File: src/core/mio_defines.svh
/*
  register offsets, reset values and bus constants of the port block.
  assumes byte addressing on an 8-bit slice of the register bus address.
*/
`ifndef MIO_DEFINES_SVH
`define MIO_DEFINES_SVH

// ****************************************
// register offsets
// ****************************************
`define OFF_PORT0          8'h00
`define OFF_PORT1          8'h04
`define OFF_PORT2          8'h08
`define OFF_PORT3          8'h0C
`define OFF_PIN0           8'h10
`define OFF_PIN1           8'h14
`define OFF_PIN2           8'h18
`define OFF_PIN3           8'h1C
`define OFF_SYSCTRL        8'h20
`define OFF_P1_ANALOG      8'h24
`define OFF_P3_ANALOG      8'h28

// ****************************************
// fields and reset values
// ****************************************
`define REMAP_BIT          0
`define LATCH_RESET        8'hFF
`define ANALOG_RESET       4'hF
`define SYSCTRL_RESET      1'b0
`define ALL_ONES           8'hFF
`define ALL_ZEROS          8'h00

// ****************************************
// bus answers
// ****************************************
`define RESP_OKAY          2'b00
`define RESP_SLVERR        2'b10

`endif

File: src/core/mio_pkg.sv
/*
  types shared by the port block.
  assumes nothing beyond a SystemVerilog compiler.
*/
package mio_pkg;

  // ****************************************
  // pin drive carrier
  // ****************************************
  typedef struct packed {
    logic [7:0] out;
    logic [7:0] oe;
  } pin_drive_t;

  typedef logic [7:0] byte_t;

endpackage

File: src/core/multifunction_io_ports.sv
/*
  four 8-bit port latches with pin drive, alternate functions, analog
  selects and external bus takeover, reached over an AXI4-Lite slave.
  assumes pins are asynchronous and synchronised here; the cpu, timers,
  capture/compare unit and bus sequencer run on core_clk.
*/
// Our own choices: the register addresses and the AXI4-Lite interface to the registers.
// Overview of operation
// - eight analog inputs on P1.0-3, P3.2-5
// - reset disables analog, pins digital inputs
// - clearing select bit makes pin analog
// - analog selects reachable only with remap set
// - push-pull only while serving compare output
// - port 1 upper bits carry capture_compare_unit channels
// - P1.0 timer2 count, P1.1 timer2 trigger
// - P3.6/P3.7 strobes, P3.6 ext_interrupt2_input, serial
// - P3.2-5 interrupts, gates, timer count inputs
// - latch loads bus data on write strobe
// - latch read returns stored latch value
// - pin read returns sampled pin level
// - every line independently input or output
// - port 0 open drain, pullup only bus
// - port 0 latch one floats pin
// - alternate function passes only with latch one
// - reset sets every port latch to one
// - ports 0/2 switched to external bus
// - bus mode: port2 kept, port0 all ones
// - 16-bit cycle: port2 drives ones strongly
// - expansion ram moves make no bus cycle
// - latch reaches pin next machine cycle
`timescale 1ns/1ps
`include "mio_defines.svh"

module multifunction_io_ports
  import mio_pkg::*;
(
  // clock and reset
  input  wire logic        core_clk,
  input  wire logic        rst_n,
  // axi4-lite slave
  input  wire logic [7:0]  s_axi_awaddr,
  input  wire logic        s_axi_awvalid,
  output logic             s_axi_awready,
  input  wire logic [31:0] s_axi_wdata,
  input  wire logic [3:0]  s_axi_wstrb,
  input  wire logic        s_axi_wvalid,
  output logic             s_axi_wready,
  output logic [1:0]       s_axi_bresp,
  output logic             s_axi_bvalid,
  input  wire logic        s_axi_bready,
  input  wire logic [7:0]  s_axi_araddr,
  input  wire logic        s_axi_arvalid,
  output logic             s_axi_arready,
  output logic [31:0]      s_axi_rdata,
  output logic [1:0]       s_axi_rresp,
  output logic             s_axi_rvalid,
  input  wire logic        s_axi_rready,
  // port pins
  input  wire logic [7:0]  p0_pin_in,
  input  wire logic [7:0]  p1_pin_in,
  input  wire logic [7:0]  p2_pin_in,
  input  wire logic [7:0]  p3_pin_in,
  output pin_drive_t       p0_drive,
  output pin_drive_t       p1_drive,
  output pin_drive_t       p2_drive,
  output pin_drive_t       p3_drive,
  output logic [7:0]       analog_enable,
  // external bus control
  input  wire logic        external_access_pin,
  input  wire logic        code_fetch_req,
  input  wire logic        pc_beyond_rom,
  input  wire logic        external_data_move,
  input  wire logic        internal_expansion_ram_hit,
  input  wire logic        wide_address,
  input  wire logic [7:0]  bus_addr_high,
  input  wire logic [7:0]  bus_p0_out,
  input  wire logic        bus_p0_drive,
  output logic             ext_bus_active,
  // alternate outputs into the pins
  input  wire logic [5:0]  compare_out_en,
  input  wire logic [5:0]  compare_out_val,
  input  wire logic        serial_rx_out,
  input  wire logic        serial_tx_out,
  input  wire logic        write_strobe_n,
  input  wire logic        read_strobe_n,
  // alternate inputs from the pins
  output logic             timer2_count_input,
  output logic             timer2_trigger_input,
  output logic [2:0]       capture_compare_unit_channel_in,
  output logic             serial_rx_in,
  output logic             ext_int0_in,
  output logic             ext_int1_in,
  output logic             timer0_count_in,
  output logic             timer1_count_in,
  output logic             ext_interrupt2_input
);

  // ****************************************
  // reset release
  // ****************************************
  logic       rst_s1_q;
  logic       rst_n_q;

  always_ff @(posedge core_clk or negedge rst_n) begin
    if (!rst_n) begin
      rst_s1_q <= 1'b0;
      rst_n_q  <= 1'b0;
    end else begin
      rst_s1_q <= 1'b1;
      rst_n_q  <= rst_s1_q;
    end
  end

  // ****************************************
  // pin synchronisers
  // ****************************************
  // first stage feeds only the second stage
  byte_t      pin_s1_q [4];
  byte_t      pin_q    [4];
  logic       ea_s1_q;
  logic       ea_q;

  always_ff @(posedge core_clk or negedge rst_n_q) begin
    if (!rst_n_q) begin
      for (int i = 0; i < 4; i++) begin
        pin_s1_q[i] <= `ALL_ONES;
        pin_q[i]    <= `ALL_ONES;
      end
      ea_s1_q <= 1'b1;
      ea_q    <= 1'b1;
    end else begin
      pin_s1_q[0] <= p0_pin_in;
      pin_s1_q[1] <= p1_pin_in;
      pin_s1_q[2] <= p2_pin_in;
      pin_s1_q[3] <= p3_pin_in;
      for (int i = 0; i < 4; i++) begin
        pin_q[i] <= pin_s1_q[i];
      end
      ea_s1_q <= external_access_pin;
      ea_q    <= ea_s1_q;
    end
  end

  // ****************************************
  // axi4-lite handshakes
  // ****************************************
  logic       aw_have_q;
  logic       w_have_q;
  logic [7:0] aw_addr_q;
  logic [7:0] w_data_q;
  logic       w_lane0_q;
  logic       wr_fire;
  logic       ar_fire;
  logic       wr_hit;
  logic [7:0] rd_byte;
  logic       rd_hit;

  assign wr_fire = aw_have_q && w_have_q && !s_axi_bvalid;
  assign ar_fire = s_axi_arvalid && s_axi_arready;

  always_ff @(posedge core_clk or negedge rst_n_q) begin
    if (!rst_n_q) begin
      aw_have_q     <= 1'b0;
      aw_addr_q     <= `ALL_ZEROS;
      s_axi_awready <= 1'b0;
    end else if (s_axi_awvalid && s_axi_awready) begin
      aw_have_q     <= 1'b1;
      aw_addr_q     <= s_axi_awaddr;
      s_axi_awready <= 1'b0;
    end else begin
      if (wr_fire) aw_have_q <= 1'b0;
      s_axi_awready <= !aw_have_q && !s_axi_bvalid;
    end
  end

  always_ff @(posedge core_clk or negedge rst_n_q) begin
    if (!rst_n_q) begin
      w_have_q     <= 1'b0;
      w_data_q     <= `ALL_ZEROS;
      w_lane0_q    <= 1'b0;
      s_axi_wready <= 1'b0;
    end else if (s_axi_wvalid && s_axi_wready) begin
      w_have_q     <= 1'b1;
      w_data_q     <= s_axi_wdata[7:0];
      w_lane0_q    <= s_axi_wstrb[0];
      s_axi_wready <= 1'b0;
    end else begin
      if (wr_fire) w_have_q <= 1'b0;
      s_axi_wready <= !w_have_q && !s_axi_bvalid;
    end
  end

  always_ff @(posedge core_clk or negedge rst_n_q) begin
    if (!rst_n_q) begin
      s_axi_bvalid <= 1'b0;
      s_axi_bresp  <= `RESP_OKAY;
    end else if (wr_fire) begin
      s_axi_bvalid <= 1'b1;
      s_axi_bresp  <= wr_hit ? `RESP_OKAY : `RESP_SLVERR;
    end else if (s_axi_bready) begin
      s_axi_bvalid <= 1'b0;
    end
  end

  // ****************************************
  // control registers
  // ****************************************
  byte_t      latch_q [4];
  logic       remap_q;
  logic [3:0] p1_sel_q;
  logic [3:0] p3_sel_q;
  logic       bus_sel_q;
  logic       wr_en;

  assign wr_en = wr_fire && w_lane0_q;

  always_comb begin
    unique case (aw_addr_q)
      `OFF_PORT0, `OFF_PORT1, `OFF_PORT2, `OFF_PORT3: wr_hit = 1'b1;
      `OFF_SYSCTRL:                                   wr_hit = 1'b1;
      `OFF_P1_ANALOG, `OFF_P3_ANALOG:                 wr_hit = remap_q;
      default:                                        wr_hit = 1'b0;
    endcase
  end

  // port 0 refill during bus use wins over a cpu write
  always_ff @(posedge core_clk or negedge rst_n_q) begin
    if (!rst_n_q) begin
      for (int i = 0; i < 4; i++) begin
        latch_q[i] <= `LATCH_RESET;
      end
    end else begin
      for (int i = 0; i < 4; i++) begin
        if (wr_en && aw_addr_q == (`OFF_PORT0 + 8'(4 * i))) begin
          latch_q[i] <= w_data_q;
        end
      end
      if (bus_sel_q) latch_q[0] <= `ALL_ONES;
    end
  end

  always_ff @(posedge core_clk or negedge rst_n_q) begin
    if (!rst_n_q) begin
      remap_q  <= `SYSCTRL_RESET;
      p1_sel_q <= `ANALOG_RESET;
      p3_sel_q <= `ANALOG_RESET;
    end else if (wr_en) begin
      if (aw_addr_q == `OFF_SYSCTRL) remap_q <= w_data_q[`REMAP_BIT];
      if (remap_q && aw_addr_q == `OFF_P1_ANALOG) p1_sel_q <= w_data_q[3:0];
      if (remap_q && aw_addr_q == `OFF_P3_ANALOG) p3_sel_q <= w_data_q[5:2];
    end
  end

  // ****************************************
  // digital view of the pins
  // ****************************************
  // analog pins read as zero so stray levels never look like data
  byte_t      an1;
  byte_t      an3;
  byte_t      din [4];

  assign an1    = {4'h0, ~p1_sel_q};
  assign an3    = {2'b00, ~p3_sel_q, 2'b00};
  assign din[0] = pin_q[0];
  assign din[1] = pin_q[1] & ~an1;
  assign din[2] = pin_q[2];
  assign din[3] = pin_q[3] & ~an3;

  // ****************************************
  // register read
  // ****************************************
  always_comb begin
    rd_byte = `ALL_ZEROS;
    rd_hit  = 1'b1;
    unique case (s_axi_araddr)
      `OFF_PORT0:     rd_byte = latch_q[0];
      `OFF_PORT1:     rd_byte = latch_q[1];
      `OFF_PORT2:     rd_byte = latch_q[2];
      `OFF_PORT3:     rd_byte = latch_q[3];
      `OFF_PIN0:      rd_byte = din[0];
      `OFF_PIN1:      rd_byte = din[1];
      `OFF_PIN2:      rd_byte = din[2];
      `OFF_PIN3:      rd_byte = din[3];
      `OFF_SYSCTRL:   rd_byte = {7'h00, remap_q};
      `OFF_P1_ANALOG: begin
        rd_byte = remap_q ? {4'h0, p1_sel_q} : `ALL_ZEROS;
        rd_hit  = remap_q;
      end
      `OFF_P3_ANALOG: begin
        rd_byte = remap_q ? {2'b00, p3_sel_q, 2'b00} : `ALL_ZEROS;
        rd_hit  = remap_q;
      end
      default:        rd_hit  = 1'b0;
    endcase
  end

  always_ff @(posedge core_clk or negedge rst_n_q) begin
    if (!rst_n_q) begin
      s_axi_arready <= 1'b0;
      s_axi_rvalid  <= 1'b0;
      s_axi_rdata   <= 32'h0000_0000;
      s_axi_rresp   <= `RESP_OKAY;
    end else if (ar_fire) begin
      s_axi_arready <= 1'b0;
      s_axi_rvalid  <= 1'b1;
      s_axi_rdata   <= {24'h00_0000, rd_byte};
      s_axi_rresp   <= rd_hit ? `RESP_OKAY : `RESP_SLVERR;
    end else if (s_axi_rvalid) begin
      if (s_axi_rready) s_axi_rvalid <= 1'b0;
    end else begin
      s_axi_arready <= 1'b1;
    end
  end

  // ****************************************
  // external bus takeover
  // ****************************************
  always_ff @(posedge core_clk or negedge rst_n_q) begin
    if (!rst_n_q) begin
      bus_sel_q <= 1'b0;
    end else begin
      bus_sel_q <= (code_fetch_req && (!ea_q || pc_beyond_rom)) ||
                   (external_data_move && !internal_expansion_ram_hit);
    end
  end

  // ****************************************
  // pin drive
  // ****************************************
  // drives are registered, so a latch change shows one cycle later
  byte_t      cmp_en;
  byte_t      alt1;
  byte_t      alt3;
  byte_t      push1;
  byte_t      drv1;
  byte_t      drv3;
  pin_drive_t p0_d;
  pin_drive_t p1_d;
  pin_drive_t p2_d;
  pin_drive_t p3_d;

  assign cmp_en = {compare_out_en, 2'b00};
  assign alt1   = {compare_out_val, 2'b11} | ~cmp_en;
  assign alt3   = {read_strobe_n, write_strobe_n, 4'hF, serial_tx_out, serial_rx_out};
  assign push1  = cmp_en & latch_q[1];
  assign drv1   = latch_q[1] & alt1;
  assign drv3   = latch_q[3] & alt3;

  always_comb begin
    if (bus_sel_q) begin
      p0_d.out = bus_p0_out;
      p0_d.oe  = bus_p0_drive ? `ALL_ONES : `ALL_ZEROS;
    end else begin
      p0_d.out = `ALL_ZEROS;
      p0_d.oe  = ~latch_q[0];
    end
    if (bus_sel_q && wide_address) begin
      p2_d.out = bus_addr_high;
      p2_d.oe  = `ALL_ONES;
    end else begin
      p2_d.out = `ALL_ZEROS;
      p2_d.oe  = ~latch_q[2];
    end
    p1_d.out = drv1 & push1;
    p1_d.oe  = (push1 | ~drv1) & ~an1;
    p3_d.out = `ALL_ZEROS;
    p3_d.oe  = ~drv3 & ~an3;
  end

  always_ff @(posedge core_clk or negedge rst_n_q) begin
    if (!rst_n_q) begin
      p0_drive       <= '0;
      p1_drive       <= '0;
      p2_drive       <= '0;
      p3_drive       <= '0;
      analog_enable  <= `ALL_ZEROS;
      ext_bus_active <= 1'b0;
    end else begin
      p0_drive       <= p0_d;
      p1_drive       <= p1_d;
      p2_drive       <= p2_d;
      p3_drive       <= p3_d;
      analog_enable  <= {an3[5:2], an1[3:0]};
      ext_bus_active <= bus_sel_q;
    end
  end

  // ****************************************
  // alternate inputs
  // ****************************************
  // sampled once per cycle, so pulses shorter than a cycle may be missed
  always_ff @(posedge core_clk or negedge rst_n_q) begin
    if (!rst_n_q) begin
      timer2_count_input   <= 1'b1;
      timer2_trigger_input <= 1'b1;
      capture_compare_unit_channel_in    <= 3'b111;
      serial_rx_in         <= 1'b1;
      ext_int0_in          <= 1'b1;
      ext_int1_in          <= 1'b1;
      timer0_count_in      <= 1'b1;
      timer1_count_in      <= 1'b1;
      ext_interrupt2_input <= 1'b1;
    end else begin
      timer2_count_input   <= din[1][0] & latch_q[1][0];
      timer2_trigger_input <= din[1][1] & latch_q[1][1];
      capture_compare_unit_channel_in    <= {din[1][6], din[1][4], din[1][2]} &
                              {latch_q[1][6], latch_q[1][4], latch_q[1][2]};
      serial_rx_in         <= din[3][0] & latch_q[3][0];
      ext_int0_in          <= din[3][2] & latch_q[3][2];
      ext_int1_in          <= din[3][3] & latch_q[3][3];
      timer0_count_in      <= din[3][4] & latch_q[3][4];
      timer1_count_in      <= din[3][5] & latch_q[3][5];
      ext_interrupt2_input <= din[3][6] & latch_q[3][6];
    end
  end
endmodule

File: config.mk
export PLATFORM = sky130hd
export DESIGN_NAME = multifunction_io_ports
export DESIGN_NICKNAME = d
export VERILOG_FILES = /design/src/core/mio_pkg.sv /design/src/core/multifunction_io_ports.sv
export VERILOG_INCLUDE_DIRS = /design/src /design/src/core
export SDC_FILE = /design/constraint.sdc
export NUM_CORES = 1
export LEC_CHECK = 0
export ABC_AREA = 1
export BUFFER_PORTS_ARGS = -buffer_cell sky130_fd_sc_hd__clkbuf_2
export CORE_AREA = 2 2 186 188
export DETAILED_ROUTE_END_ITERATION = 10
export DIE_AREA = 0 0 188 190
export PLACE_DENSITY = 0.48
export SLEW_MARGIN = 15
export SYNTH_ARGS = -nofsm -noshare
export SYNTH_HDL_FRONTEND = slang
export SYNTH_SLANG_ARGS = --single-unit
export TNS_END_PERCENT = 50
File: constraint.sdc
create_clock -name core_clk -period 7.98 [get_ports core_clk]
set_clock_uncertainty 0.1 [all_clocks]
set_input_delay 1.596 -clock core_clk [delete_from_list [all_inputs] [get_ports core_clk]]
set_output_delay 1.596 -clock core_clk [all_outputs]
set_load 0.01 [all_outputs]
==> results.sh, run 1 <==
export IMPL_status="finished clean"
export IMPL_period_share_pct=36.0
export IMPL_ir_drop_uv=154
export IMPL_clock_latency_ns=0.52
export IMPL_numPortBuffers=191
export IMPL_critPathKind="flip-flop to output pin"
export IMPL_synthFlopType="dfstp_2"
export IMPL_pin_count=255
export IMPL_hold_buffers=0
export IMPL_async_flop_share_pct=100
export IMPL_die_area_um2=35700
export IMPL_routed_via_density=3.88
export IMPL_p_int_mw=2.16
export IMPL_rsz0062_at_grt="false"
export IMPL_p_sw_share_pct=27.2
export IMPL_p_leak_nw=5.09
export IMPL_ys_warn_count=0
export IMPL_setup_violations=0
export IMPL_drtAntennaViolNets=0
export IMPL_firstDrtPassIters=4
export IMPL_fmax_mhz=348
export IMPL_synth_edff_count=0
export IMPL_wl_per_cell_um=14.7
export IMPL_post_route_min_period_ns=2.88
export IMPL_synth_area_leaders="dfstp_2 37%, dfrtp_1 30%, nand2_1 8.7%, nor2_1 4.2%, inv_1 4.0%"
export IMPL_regArea_um2=5610
export IMPL_cts_sinks=218
export IMPL_post_cts_resized=0
export IMPL_cp_arrival_ns=1.18
export IMPL_core_area_um2=33900
export IMPL_initial_core_util_pct=24.6
export IMPL_start_kind="flip-flop"
export IMPL_synth_top_cell_by_area="dfstp_2"
export IMPL_power_share_clock_pct=41.1
export IMPL_htreeDepth=1
export IMPL_syn_mean_instance_area_um2=10.4
export IMPL_synth_top_area_share_pct=36.8
export IMPL_final_hold_viol_count=0
export IMPL_cpLargestDelayFamily="flip-flops"
export IMPL_grt_usage_pct=12.0
export IMPL_slowest_delay_ns=0.53
export IMPL_critical_path_buf_inv_count=1
export IMPL_switchingPower_mw=0.808
export IMPL_reg2reg_depth=2
export IMPL_clk_pin_slew_worst_paths_ns=0.06
export IMPL_synthesis_area_um2=8360
export IMPL_yosysSeqAreaShare_pct=67.0
export IMPL_fin_tns_setup_ns=0
export IMPL_final_util_pct=31.1
export IMPL_synth_common_cells="193 x nand2_1, 117 x dfstp_2, 101 x dfrtp_1"
export IMPL_hpwl_mm=15.3
export IMPL_worstMarginPinSlew_ns=0.927
export IMPL_grt_pass1_wl_mm=32.7
export IMPL_required_ns=6.28
export IMPL_antenna_found_initial=0
export IMPL_cts_buffer_depth=3
export IMPL_drc_errors=0
export IMPL_synth_seq_cells=218
export IMPL_drt_initial_drc_count=274
export IMPL_drv_cap=0
export IMPL_slew_viol_final=0
export IMPL_powerDensity_nw_per_um2=281
export IMPL_crit_chain="clkbuf_2"
export IMPL_vias=5755
export IMPL_layout_nets=1137
export IMPL_cp_depth=1
export IMPL_ys_types=31
export IMPL_multi_input_area_um2=2160
export IMPL_cts_root_buffer="clkbuf_16"
export IMPL_cts_buffers=26
export IMPL_cp_max_fo=1
export IMPL_slowest_stage="dfstp_2"
export IMPL_die_h_um=190
export IMPL_maxSlewHeadroom_pct=38.2
export IMPL_grt_pass1_vias=5606
export IMPL_drt_total_wl_mm=21.8
export IMPL_hold_path_class="flip-flop to flip-flop"
export IMPL_tritoncts="built"
export IMPL_power_frac_seq_pct=46.8
export IMPL_core_rowCount=68
export IMPL_synthCells=807
export IMPL_grt_max_degree=169
export IMPL_pre_cts_ws_ns=4.68
export IMPL_setup_slack_ns=5.10
export IMPL_cts_setup_buffers=0
export IMPL_pwr_share_comb_pct=12.1
export IMPL_critPathCaptureType="output pin"
export IMPL_holdPathStages=0
export IMPL_area_growth_pct=26.4
export IMPL_grt_ovfl_total=0
export IMPL_diodes=0
export IMPL_layout_drive_gt1_share_pct=37.3
export IMPL_globalplace_congestion=0.750
export IMPL_post_synth_top_count_cell="nand2_1"
export IMPL_fillers=3593
export IMPL_die_w_um=188
## layout by cell type, fill, tap and decap left out, types with 2 or more instances in the layout
cell type / netlist / final
inv_1: 88 / 88
clkinv_2: 0 / 3
clkbuf_16: 0 / 27
clkbuf_2: 0 / 191
nand2_1: 193 / 193
o21ai_0: 46 / 46
conb_1: 2 / 37
buf_4: 38 / 2
bufinv_16: 0 / 3
nor2_1: 93 / 93
or2_1: 2 / 2
nand3b_1: 11 / 11
clkinv_4: 0 / 2
dfrtp_1: 101 / 100
nand3_1: 46 / 46
mux2_2: 5 / 5
clkbuf_1: 11 / 6
clkinvlp_4: 0 / 3
o21ai_2: 16 / 16
nor2_2: 2 / 2
dfstp_2: 117 / 117
clkbuf_8: 0 / 4
nand4_1: 2 / 2
a21oi_1: 15 / 15
## layer usage
metal	up-vias	wire (um)	track usage (%)
li1	2836	-	-
met1	2741	9590	15.6
met2	149	10600	20.3
met3	29	1220	2.49
met4	0	378	3.00
met5	-	0	0
## metrics by stage
step	instances	area [um^2]	power, mW	hold WS (ns)
6_report	1482	10600	2.97	0.248
3_5_place_dp	1434	9660	1.78	0.236
4_1_cts	1482	10600	3.04	0.249
3_3_place_gp	1434	9660	1.78	0.239
2_1_floorplan	842	8490	1.62	0.231
5_1_grt	1482	10600	3.13	0.257
## flip-flops by register name (all words and copies together), names as in the netlist, 8 cells and up
name,flops
p3_drive,8
p1_drive,14
p0_drive,16
aw_addr_q,8
pin_q,16
w_data_q,8
s_axi_rdata,8
analog_enable,8
din,16
pin_s1_q,32
latch_q,32
p2_drive,16
## cell type report
| cell class | count | share of cell area (%) |
|---|---|---|
| clock buffers | 37 | 7.13 |
| clock inverters | 11 | 1.37 |
| inverters | 90 | 3.20 |
| multi-input cells | 477 | 20.5 |
| flip-flops and latches | 218 | 53.1 |
| well taps | 455 | 5.39 |
| repair buffers | 194 | 9.38 |
## power by group through the flow
| stage | Combinational (mW) | Sequential (mW) | Clock [mW] |
|---|---|---|---|
| after global placement | 0.365 | 1.41 | 0 |
| final | 0.359 | 1.39 | 1.22 |
| after CTS | 0.371 | 1.40 | 1.27 |
| after global routing | 0.408 | 1.41 | 1.31 |
| after floorplan | 0.217 | 1.40 | 0 |
| after detailed placement | 0.370 | 1.41 | 0 |
## final timing paths
kind	start	slack (ns)	to
setup / recovery	timer2_trigger_input	5.10	timer2_trigger_input
hold / removal	rst_s1_q	0.25	rst_n_q
setup reg to reg	bus_sel_q	6.02	p2_drive[14]
hold reg to reg	rst_s1_q	0.25	rst_n_q
max in group asynchronous	rst_n_q	6.19	p0_drive[15]
min in group asynchronous	rst_n_q	0.27	analog_enable[0]
## cell families (layout without fill, tap and decap cells)
group                  Yosys count  after routing  share of synthesized area, %
other                            2             37                        0.0898
and+or+nand+nor                355            355                          17.9
DFF                            218            218                          67.0
muxes                            5              5                         0.674
AOI/OAI and AO/OA               80             80                          5.63
buffers and inverters          147            332                          8.71
(Power assumes the default switching activity.)
==> run 2: changes to the inputs <==
--- a/config.mk
+++ b/config.mk
@@ -6,11 +6,11 @@
 export SDC_FILE = /design/constraint.sdc
 export NUM_CORES = 1
 export LEC_CHECK = 0
-export ABC_AREA = 1
+export ABC_AREA = 0
 export BUFFER_PORTS_ARGS = -buffer_cell sky130_fd_sc_hd__clkbuf_2
-export CORE_AREA = 2 2 186 188
+export CORE_AREA = 2 2 183 185
 export DETAILED_ROUTE_END_ITERATION = 10
-export DIE_AREA = 0 0 188 190
+export DIE_AREA = 0 0 185 187
 export PLACE_DENSITY = 0.48
 export SLEW_MARGIN = 15
 export SYNTH_ARGS = -nofsm -noshare
==> constraint.sdc (replaced) <==
create_clock -name core_clk -period 2.8 [get_ports core_clk]
set_clock_uncertainty 0.1 [all_clocks]
set_input_delay 0.56 -clock core_clk [delete_from_list [all_inputs] [get_ports core_clk]]
set_output_delay 0.56 -clock core_clk [all_outputs]
set_load 0.01 [all_outputs]
==> results.sh, run 2 <==
export IMPL_cts_buffers=26
export IMPL_pin_count=255
export IMPL_synth_area_leaders="dfstp_2 38%, dfrtp_1 31%, mux2_2 8.1%, buf_4 3.3%, and3_1 2.1%"
export IMPL_crit_chain="or4_4 > nor4_2 > nand4_1 > mux2_2"
export IMPL_start_kind="flip-flop"
export IMPL_layout_drive_gt1_share_pct=51.9
export IMPL_final_cell_mix="191 x clkbuf_2, 117 x dfstp_2, 100 x dfrtp_1, 58 x mux2_2, 37 x conb_1"
export IMPL_final_hold_viol_count=0
export IMPL_synth_top_cell_by_area="dfstp_2"
export IMPL_cp_arrival_ns=2.66
export IMPL_final_cells=1299
export IMPL_ir_drop_uv=372
export IMPL_htreeDepth=1
export IMPL_clk_pin_slew_worst_paths_ns=0.06
export IMPL_yosysSeqAreaShare_pct=69.2
export IMPL_critical_path_buf_inv_count=0
export IMPL_post_synth_top_count_cell="dfstp_2"
export IMPL_worst_hold_startpoint="p1_pin_in[4]"
export IMPL_pre_cts_ws_ns=0.352
export IMPL_routed_via_density=4.03
export IMPL_ys_warn_count=0
export IMPL_required_ns=3.16
export IMPL_critPathLaunch="aw_addr_q[0]"
export IMPL_fin_tns_setup_ns=0
export IMPL_synth_seq_cells=218
export IMPL_initial_core_util_pct=24.6
export IMPL_critPathCaptureType="flip-flop"
export IMPL_period_share_pct=82.2
export IMPL_drtAntennaViolNets=0
export IMPL_grt_max_degree=50
export IMPL_critPathKind="flip-flop to flip-flop"
export IMPL_rsz0062_at_grt="false"
export IMPL_fillers=3346
export IMPL_area_growth_pct=33.0
export IMPL_slew_viol_final=0
export IMPL_slowest_stage="or4_4"
export IMPL_antenna_found_initial=6
export IMPL_cts_root_buffer="clkbuf_16"
export IMPL_hold_path_class="primary input to flip-flop"
export IMPL_fmax_mhz=434
export IMPL_ys_types=47
export IMPL_drt_initial_drc_count=222
export IMPL_core_rowCount=67
export IMPL_synth_common_cells="117 x dfstp_2, 101 x dfrtp_1, 58 x mux2_2"
export IMPL_post_route_min_period_ns=2.30
export IMPL_die_h_um=187
export IMPL_grt_pass1_vias=5283
export IMPL_vias=5240
export IMPL_wl_per_cell_um=16.4
export IMPL_final_common_cell="clkbuf_2"
export IMPL_reg_top3="latch_q x32, pin_s1_q x32"
export IMPL_grt_usage_pct=12.3
export IMPL_grt_pass1_wl_mm=32.0
export IMPL_synth_top_area_share_pct=38.0
export IMPL_die_area_um2=34600
export IMPL_rr_startpoint="aw_addr_q[0]"
export IMPL_firstDrtPassIters=4
export IMPL_synthCells=579
export IMPL_clock_latency_ns=0.53
export IMPL_drv_cap=0
export IMPL_syn_mean_instance_area_um2=14.0
export IMPL_hpwl_mm=15.4
export IMPL_maxSlewHeadroom_pct=51.8
export IMPL_tritoncts="built"
export IMPL_worstMarginPinSlew_ns=0.723
export IMPL_cts_sinks=218
export IMPL_p_leak_nw=4.91
export IMPL_cpLargestDelayFamily="simple AND/OR/NAND/NOR gates"
export IMPL_drt_total_wl_mm=21.4
export IMPL_globalplace_congestion=0.794
export IMPL_async_flop_share_pct=100
export IMPL_grt_ovfl_total=0
export IMPL_numPortBuffers=191
export IMPL_synthesis_area_um2=8090
export IMPL_status="finished clean"
export IMPL_layout_nets=958
export IMPL_synth_edff_count=0
export IMPL_drc_errors=0
export IMPL_synthFlopType="dfstp_2"
export IMPL_placedCellCount=1220
export IMPL_slowest_delay_ns=0.57
export IMPL_powerDensity_nw_per_um2=749
export IMPL_cts_buffer_depth=3
export IMPL_setup_slack_ns=0.497
export IMPL_setup_violations=0
export IMPL_die_w_um=185
export IMPL_cp_max_fo=4
export IMPL_core_area_um2=32900
[run 2: cell count changes after synthesis, sizes merged, moves of 7 or more]
cell,change
and2,+14
inv,-70
o21bai,+7
o21ai,-34
nor2b,+7
nand3b,-9
nand3,-38
nor2,-74
nand2,-159
mux2,+53
and3,+26
[run 2: cell type report]
cell class | instances | area [um^2] | area share [%]
Antenna cell | 4 | 10.0 | 0.0930
Clock buffer | 38 | 777 | 7.22
Clock inverter | 9 | 98.8 | 0.918
Inverter | 19 | 71.3 | 0.663
Multi-Input combinational cell | 323 | 2210 | 20.5
Sequential cell | 218 | 5610 | 52.1
Tap cell | 448 | 561 | 5.21
Timing Repair Buffer | 240 | 1430 | 13.3
[run 2: report_power, final]
| group | switching (mW) | leakage, nW | internal, mW |
|---|---|---|---|
| clock | 1.30 | 0.438 | 2.10 |
| combinational | 0.415 | 2.05 | 0.412 |
| sequential | 0.324 | 2.42 | 3.52 |
[run 2: kinds of logic (layout without fill, tap and decap cells)]
group,count (synthesis),count (layout),synth area share (%)
other,2,41,0.0928
buffers and inverters,73,306,5.10
AND/OR/NAND/NOR,136,136,9.17
multiplexers,66,66,9.83
AO/OA/AOI/OAI,84,84,6.59
flip-flops,218,218,69.2
[run 2: path summary, 6_finish.rpt]
| kind | endpoint | slack, ns | depth (start not counted) |
|---|---|---|---|
| worst min register to register | rst_n_q | 0.25 | 0 |
| worst min-delay path | pin_s1_q[20] | 0.02 | 1 |
| worst max register to register | p1_sel_q[1] | 0.50 | 4 |
| max in group asynchronous | din[31] | 1.51 | 1 |
| worst max-delay path | p1_sel_q[1] | 0.50 | 4 |
| min in group asynchronous | rst_s1_q | 0.24 | 2 |
[run 2: per-stage QoR]
step	hold slack (ns)	utilization [%]	power [mW]	cell area, um^2
floorplan	0.164	-	4.31	8230
global placement	0.234	29.2	4.70	9600
detailed placement	0.236	29.2	4.71	9600
CTS	0.000127	32.7	8.20	10800
global route	0.00328	32.7	8.44	10800
finish	0.0202	32.8	8.06	10800
[run 2: what timing repair did]
action | 4_1_cts | 5_1_grt
setup buffers | 0 | 0
hold endpoints to repair | 29 | 0
gates resized for setup | 0 | 0
hold buffers | 28 | 0
[run 2: metal layers]
layer  up-vias  part of all wire, %  global-route usage, %
met2       175                   45                   18.9
met5         -                0.033                      0
met3        32                  7.5                   3.54
li1       2436                    -                      -
met4         2                  2.5                   3.97
met1      2595                   45                   16.5
